**config.mk**
```make
export PLATFORM = sky130hd
export DESIGN_NAME = rxfs_top
export DESIGN_NICKNAME = d
export VERILOG_FILES = /design/src/hw/rxfs_pkg.sv /design/src/hw/rxfs_top.sv
export SDC_FILE = /design/constraint.sdc
export NUM_CORES = 1
export LEC_CHECK = 0
export BUFFER_PORTS_ARGS = -buffer_cell sky130_fd_sc_hd__buf_2
export CORE_AREA = 2 2 136 138
export DETAILED_ROUTE_END_ITERATION = 8
export DIE_AREA = 0 0 138 140
export GPL_TIMING_DRIVEN = 0
export PLACE_DENSITY = 0.72
export SLEW_MARGIN = 20
export SYNTH_ARGS = -nofsm -noshare
export SYNTH_HDL_FRONTEND = slang
export SYNTH_SLANG_ARGS = --single-unit
```
**constraint.sdc**
```tcl
create_clock -name aclk -period 2.7 [get_ports aclk]
set_clock_uncertainty 0.15 [all_clocks]
set_input_delay 0.54 -clock aclk [delete_from_list [all_inputs] [get_ports aclk]]
set_output_delay 0.54 -clock aclk [all_outputs]
set_load 0.05 [all_outputs]
```
**src/hw/rxfs_pkg.sv**
```systemverilog
// constants and types for the receive filter and status block
// Operation
// - save-errored bit keeps bad frames, status written
// - accept-runts takes 8..63 byte frames
// - broadcast and multicast enables OR with station match
// - promiscuous takes any physical destination
// - monitor checks frames, counts missed, never buffers
// - good frame gets status byte written when a buffer is free and monitor is off
// - rejected errored frame gets no status write
// - status bits 5:0 cleared when next frame arrives
// - intact bit only when all error bits clear
// - crc mismatch sets crc bit, counts as crc unless odd end makes it an alignment error
// - fifo overflow sets overrun, aborts frame
// - missed bit when no buffers or monitor
// - address type: 0 physical, 1 group
// - receiver disabled follows monitor mode
// - deferring follows carrier sense or collision
// - crc/alignment pair never reads 10
package rxfs_pkg;
    localparam logic [31:0] RXFS_RX_OFS = 32'h0000000c;
    localparam int CFG_SEP = 0;
    localparam int CFG_AR = 1;
    localparam int CFG_AB = 2;
    localparam int CFG_AM = 3;
    localparam int CFG_PRO = 4;
    localparam int CFG_MON = 5;
    localparam logic [7:0] CFG_WR_MASK = 8'h3f;
    localparam logic [7:0] CFG_RST = 8'h00;
    localparam logic [7:0] ST_RST = 8'h00;
    localparam logic [15:0] LEN_MIN_FULL = 16'h0040;
    localparam logic [15:0] LEN_MIN_RUNT = 16'h0008;
    localparam logic [1:0] RESP_OKAY = 2'h0;
    localparam logic [1:0] RESP_SLVERR = 2'h2;

    // frame summary from the receive datapath at end of frame
    typedef struct packed {
        logic [47:0] dest;
        logic [15:0] len;
        logic crc_ok;
        logic odd_end;
    } rxfs_pkt_t;

    typedef struct packed {
        logic [7:0] cfg;
        logic [7:0] status;
        logic fo_pend;
        logic [1:0] cs_sync1;
        logic [1:0] cs_sync2;
        logic aw_got;
        logic [31:0] awaddr;
        logic w_got;
        logic [7:0] wdata;
        logic wstrb0;
        logic awready;
        logic wready;
        logic bvalid;
        logic [1:0] bresp;
        logic arready;
        logic rvalid;
        logic [31:0] rdata;
        logic [1:0] rresp;
        logic pkt_accept;
        logic status_wr;
        logic [7:0] status_byte;
        logic abort_rx;
        logic inc_align;
        logic inc_crc;
        logic inc_missed;
    } rxfs_state_t;
endpackage

```
**src/hw/rxfs_top.sv**
```systemverilog
// receive acceptance filter, receive status and axi4-lite slave
//
// The AXI4-Lite register port was decided locally.
module rxfs_top (
    // clock and reset
    input wire logic aclk,
    input wire logic aresetn,
    // axi4-lite write
    input wire logic [31:0] awaddr,
    input wire logic awvalid,
    output logic awready,
    input wire logic [31:0] wdata,
    input wire logic [3:0] wstrb,
    input wire logic wvalid,
    output logic wready,
    output logic [1:0] bresp,
    output logic bvalid,
    input wire logic bready,
    // axi4-lite read
    input wire logic [31:0] araddr,
    input wire logic arvalid,
    output logic arready,
    output logic [31:0] rdata,
    output logic [1:0] rresp,
    output logic rvalid,
    input wire logic rready,
    // receive datapath
    input wire logic rx_start,
    input wire logic rx_done,
    input wire rxfs_pkg::rxfs_pkt_t rx_pkt,
    input wire logic rx_overrun,
    input wire logic rx_buf_avail,
    input wire logic [47:0] station_addr,
    input wire logic [63:0] mcast_hash,
    input wire logic [5:0] hash_index,
    // transceiver pins
    input wire logic carrier_sense_in,
    input wire logic collision_in,
    // results
    output logic pkt_accept,
    output logic status_wr,
    output logic [7:0] status_byte,
    output logic abort_rx,
    output logic inc_align,
    output logic inc_crc,
    output logic inc_missed
);
    rxfs_pkg::rxfs_state_t s, n;

    logic is_bcast, is_mcast, hash_hit, phys_ok, addr_match;
    logic too_short, is_runt, len_ok, crc_bad, fae, err_ok;
    logic recog, missed_packet, keep, fo_now, frame_ok;
    logic [7:0] st_new;

    // register decode, shared by both channels
    function automatic logic reg_hit(input logic [31:0] a);
        return a == rxfs_pkg::RXFS_RX_OFS;
    endfunction

    always_comb begin
        is_bcast = &rx_pkt.dest;
        is_mcast = rx_pkt.dest[0] && !is_bcast;
        hash_hit = mcast_hash[hash_index];
        phys_ok = !rx_pkt.dest[0]
            && (s.cfg[rxfs_pkg::CFG_PRO] || rx_pkt.dest == station_addr);
        addr_match = phys_ok
            || (s.cfg[rxfs_pkg::CFG_AB] && is_bcast)
            || (s.cfg[rxfs_pkg::CFG_AM] && is_mcast && hash_hit);
        too_short = rx_pkt.len < rxfs_pkg::LEN_MIN_RUNT;
        is_runt = rx_pkt.len < rxfs_pkg::LEN_MIN_FULL;
        len_ok = !too_short && (!is_runt || s.cfg[rxfs_pkg::CFG_AR]);
        crc_bad = !rx_pkt.crc_ok;
        fae = crc_bad && rx_pkt.odd_end;
        err_ok = !crc_bad || s.cfg[rxfs_pkg::CFG_SEP];
        fo_now = s.fo_pend || rx_overrun;
        recog = addr_match && len_ok;
        frame_ok = recog && err_ok && !fo_now;
        missed_packet = frame_ok && (s.cfg[rxfs_pkg::CFG_MON] || !rx_buf_avail);
        keep = frame_ok && !missed_packet;
        st_new = {s.status[7:6], is_bcast || is_mcast, missed_packet, fo_now, fae, crc_bad,
            !(crc_bad || fae || fo_now || missed_packet)};
    end

    always_comb begin
        n = s;
        n.pkt_accept = 1'b0;
        n.status_wr = 1'b0;
        n.abort_rx = 1'b0;
        n.inc_align = 1'b0;
        n.inc_crc = 1'b0;
        n.inc_missed = 1'b0;
        n.cs_sync1 = {carrier_sense_in, collision_in};
        n.cs_sync2 = s.cs_sync1;
        n.status[7] = |s.cs_sync2;
        n.status[6] = s.cfg[rxfs_pkg::CFG_MON];
        if (rx_overrun) begin
            n.fo_pend = 1'b1;
            n.abort_rx = 1'b1;
        end else if (rx_start) begin
            n.fo_pend = 1'b0;
        end
        if (rx_start) begin
            n.status[5:0] = 6'h00;
        end
        if (rx_done && !too_short) begin
            n.status[5:0] = st_new[5:0];
            // overrun in this cycle still wins
            n.fo_pend = rx_overrun;
            n.inc_crc = crc_bad && !fae;
            n.inc_align = fae;
            n.inc_missed = missed_packet;
            n.pkt_accept = keep;
            n.status_wr = keep;
            n.status_byte = st_new;
        end

        // axi write: address and data taken in any order
        if (awvalid && s.awready) begin
            n.aw_got = 1'b1;
            n.awaddr = awaddr;
            n.awready = 1'b0;
        end
        if (wvalid && s.wready) begin
            n.w_got = 1'b1;
            n.wdata = wdata[7:0];
            n.wstrb0 = wstrb[0];
            n.wready = 1'b0;
        end
        if (s.aw_got && s.w_got && !s.bvalid) begin
            n.aw_got = 1'b0;
            n.w_got = 1'b0;
            n.bvalid = 1'b1;
            n.bresp = rxfs_pkg::RESP_SLVERR;
            if (reg_hit(s.awaddr)) begin
                n.bresp = rxfs_pkg::RESP_OKAY;
                if (s.wstrb0) begin
                    n.cfg = s.wdata & rxfs_pkg::CFG_WR_MASK;
                end
            end
        end
        if (s.bvalid && bready) begin
            n.bvalid = 1'b0;
            n.awready = 1'b1;
            n.wready = 1'b1;
        end

        // axi read
        if (arvalid && s.arready) begin
            n.arready = 1'b0;
            n.rvalid = 1'b1;
            if (reg_hit(araddr)) begin
                n.rdata = {24'h000000, s.status};
                n.rresp = rxfs_pkg::RESP_OKAY;
            end else begin
                n.rdata = 32'h00000000;
                n.rresp = rxfs_pkg::RESP_SLVERR;
            end
        end
        if (s.rvalid && rready) begin
            n.rvalid = 1'b0;
            n.arready = 1'b1;
        end
    end

    always_ff @(posedge aclk) begin
        if (!aresetn) begin
            s <= '0;
            s.cfg <= rxfs_pkg::CFG_RST;
            s.status <= rxfs_pkg::ST_RST;
            s.awready <= 1'b1;
            s.wready <= 1'b1;
            s.arready <= 1'b1;
        end else begin
            s <= n;
        end
    end

    assign awready = s.awready;
    assign wready = s.wready;
    assign bresp = s.bresp;
    assign bvalid = s.bvalid;
    assign arready = s.arready;
    assign rdata = s.rdata;
    assign rresp = s.rresp;
    assign rvalid = s.rvalid;
    assign pkt_accept = s.pkt_accept;
    assign status_wr = s.status_wr;
    assign status_byte = s.status_byte;
    assign abort_rx = s.abort_rx;
    assign inc_align = s.inc_align;
    assign inc_crc = s.inc_crc;
    assign inc_missed = s.inc_missed;
endmodule

```
==> impl_metrics.py <==
metrics = {
    "critical_path": {
        "crit_buf_inv": 2,
        "worstPathMaxFanout": 10,
        "crit_slowest_cell": "mux4_2",
        "cp_cell_sequence": "clkbuf_1 > buf_4 > mux4_2 > a22oi_1 > a31oi_1 > a311o_1 > a221oi_4 > nor3_2 > a31o_1",
        "cp.required_ns": 2.77,
        "critical_path_class": "input pin to flip-flop",
        "slowest_delay_ns": 0.34,
        "cpLargestDelayFamily": "compound AO/OA/AOI/OAI gates",
        "cp-end-kind": "flip-flop",
        "cp_data_arrival_time_ns": 2.67,
        "startpoint_type": "input pin",
    },
    "sta": {
        "fmax_mhz": 384.7,
        "post-route-period-util_pct": 96.28,
        "rsz0062_at_grt": "no",
        "max_slew_margin_pct": 33.61,
        "period_minus_slack_ns": 2.600,
        "tightestPinTransition_ns": 0.9876,
        "hold_viol_final": 0,
        "setup_violations": 0,
        "final_max_slew_viol_count": 0,
    },
    "drt": {
        "viasPerCell": 4.479,
        "post_drt_wl_per_cell_um": 14.69,
        "wirelength_mm": 16.45,
        "drc": 0,
        "drtIter0Drc": 170,
        "dr.pass1.iters": 4,
        "ant_nets": 0,
        "num_vias": 5016,
    },
    "finish": {
        "fin_util_pct": 39.51,
        "layoutNonFillerInstCount": 1120,
        "nFillCells": 1866,
        "nets": 1182,
        "drive_above_1_share_pct": 41.57,
        "area_growth_pct": 44.64,
    },
    "yosys": {
        "syn-cell-area_um2": 4857,
        "synth-xor-area-share_pct": 8.475,
        "synth-simple-area-share_pct": 23.96,
        "yosysMostFrequentCell": "nand2_1",
        "synth-compound-area-share_pct": 12.96,
        "synth_adder_area_share_pct": 0,
        "yosysUniqueCellTypes": 43,
        "synth_area_per_cell_um2": 8.673,
        "async_flop_share_pct": 0,
        "synth_top_family_by_area": "simple AND/OR/NAND/NOR gates",
        "synthTopCellsByArea": "dfxtp_1, xor2_1, nand2_1",
        "synth_warnings": 0,
        "synth-seq-cells": 88,
        "yosys-top-cells-count": "nand2_1, dfxtp_1, a21boi_0, buf_4, xor2_1",
        "synth_edf_count": 0,
        "ys.flop_type": "dfxtp_1",
        "muxShareOfSynthArea_pct": 8.552,
        "synth_area_leader_cell": "dfxtp_1",
        "seq_area_frac_synth_pct": 36.27,
        "synth.top_cell.area_share_pct": 36.27,
        "synthCells": 560,
    },
    "cts": {
        "cts_tree": "yes",
        "cts-root-buf": "clkbuf_16",
        "cts_inserted_buffers": 9,
        "clk_latency_ns": 0.33,
        "tritoncts_num_sinks": 88,
        "clkSlewWorstSetupHoldPaths_ns": 0.06,
        "post_cts_buffers": 0,
        "cts_max_level": 3,
        "cts_hold_buf": 0,
        "cts_max_path_buffers": 2,
    },
    "floorplan": {
        "die_w_um": 138,
        "coreArea_um2": 17780,
        "dieArea_um2": 19320,
        "initial_core_util_pct": 27.32,
        "rows": 49,
        "io_pins": 352,
        "fp.dieH_um": 140,
    },
    "pwr": {
        "p_per_area_nw_per_um2": 482.3,
        "total_power_w": 0.003388,
        "p_leak_nw": 3.293,
        "peakVddDrop_uv": 289.1,
    },
    "placed_design": {
        "globalplace.congestion": 0.9297,
        "place_inst": 1103,
        "numPortBuffers": 289,
        "hpwl_mm": 13.91,
    },
    "grt": {
        "grt_max_degree": 15,
        "grt_pass1_wl_mm": 25.22,
        "grt.total_usage_pct": 16.31,
        "antenna_found_initial": 0,
        "grt_remaining_overflow": 0,
        "grt_pass1_vias": 4863,
    },
    "run_status": {
        "status": "completed",
    },
    "flow_run": {
        "maxCapViolations": 0,
    },
    "hold_path": {
        "holdCritPathClass": "input pin to flip-flop",
    },
}
-- layout by cell type (no fill, tap or decap), drive strengths merged, types with 10 or more instances in the layout --
| cell type | n |
|---|---|
| nand2 | 104 |
| mux2i | 19 |
| a21boi | 45 |
| mux4 | 10 |
| conb | 26 |
| nor2b | 21 |
| buf | 339 |
| xor2 | 45 |
| nand3 | 16 |
| nor2 | 15 |
| nand4 | 19 |
| dfxtp | 88 |
| a22oi | 11 |
| nor4 | 30 |
| clkbuf | 33 |
| and2 | 10 |
-- cell families (layout without fill, tap and decap cells) --
kind of cell / count (synthesis) / in the layout
AOI/OAI and AO/OA: 86 / 86
xor gates and xnor gates: 47 / 47
buffers and inverters: 76 / 381
DFF: 88 / 88
muxes: 29 / 29
other: 1 / 27
and+or+nand+nor: 233 / 233
-- timing repair --
item                                    4_1_cts  5_1_grt
hold endpoints to repair                      0        0
resized for setup                             1        2
endpoints found under the setup margin        4        2
pin swaps                                     0        0
-- power breakdown --
part	internal (W)	switching (W)	total, W
clock network	0.000792	0.000488	0.00128
registers	0.00136	0.0000293	0.00138
logic	0.000321	0.000403	0.000723
total	0.00247	0.000920	0.00339
-- flip-flops by register name, summed over array words and instances (netlist names) --
name	flops
inc_crc	1
awready	1
abort_rx	1
inc_align	1
bresp	1
status_byte	8
bvalid	1
s	57
rresp	1
rdata	8
rvalid	1
wready	1
status_wr	1
n	3
inc_missed	1
arready	1
-- worst register-to-register path: stages (launching register included) --
cell and delay [ns]:
dfxtp_1 0.31, nor4_1 0.44, nand4_1 0.14, nor4_1 0.40
and2_1 0.19, clkbuf_1 0.35, mux2i_1 0.24, nor2b_1 0.06
-- metrics by stage --
stage               hold slack [ns]  TNS, ns  instance area (µm²)  setup slack (ns)
floorplan                    0.2552        0                 4951           0.06917
global placement             0.2585   -1.724                 6684           -0.3737
detailed placement           0.2643   -2.163                 6684           -0.4509
CTS                          0.2233        0                 7004          0.009817
global route                 0.2467        0                 7023           0.02445
finish                       0.2418        0                 7025            0.1003
-- path summary, 6_finish.rpt --
path | start | endpoint | slack (ns) | depth (start not counted)
setup reg to reg | s[86]$_SDFFE_PN0P_ | n[109]$_SDFFE_PN0P_ | 0.32 | 7
hold / removal | rx_pkt[0] | inc_crc$_SDFF_PN0_ | 0.24 | 2
setup / recovery | hash_index[1] | status_byte[4]$_SDFFE_PN0P_ | 0.10 | 9
hold reg to reg | s[98]$_SDFF_PN0_ | s[110]$_SDFF_PN0_ | 0.28 | 1
-- per-layer routing --
| layer | global-route usage (%) | vias up | part of all wire [%] |
|---|---|---|---|
| met5 | 0 | - | 0 |
| met4 | 3.491 | 0 | 1.1 |
| met3 | 3.590 | 18 | 6.3 |
| met2 | 25.20 | 187 | 44 |
| met1 | 23.38 | 2262 | 48 |
| li1 | - | 2549 | - |
-- layout make-up --
class,count,area [µm²],area share [%]
multi-input combinational,421,2736,38.95
sequential,88,1762,25.08
timing repair buffer,289,1446,20.59
buffer,71,455.4,6.483
tap,229,286.5,4.078
clock buffer,12,266.5,3.793
clock inverter,4,51.30,0.7302
inverter,5,18.77,0.2671
antenna,1,2.502,0.03562
Power figures use the tool's default switching activity.
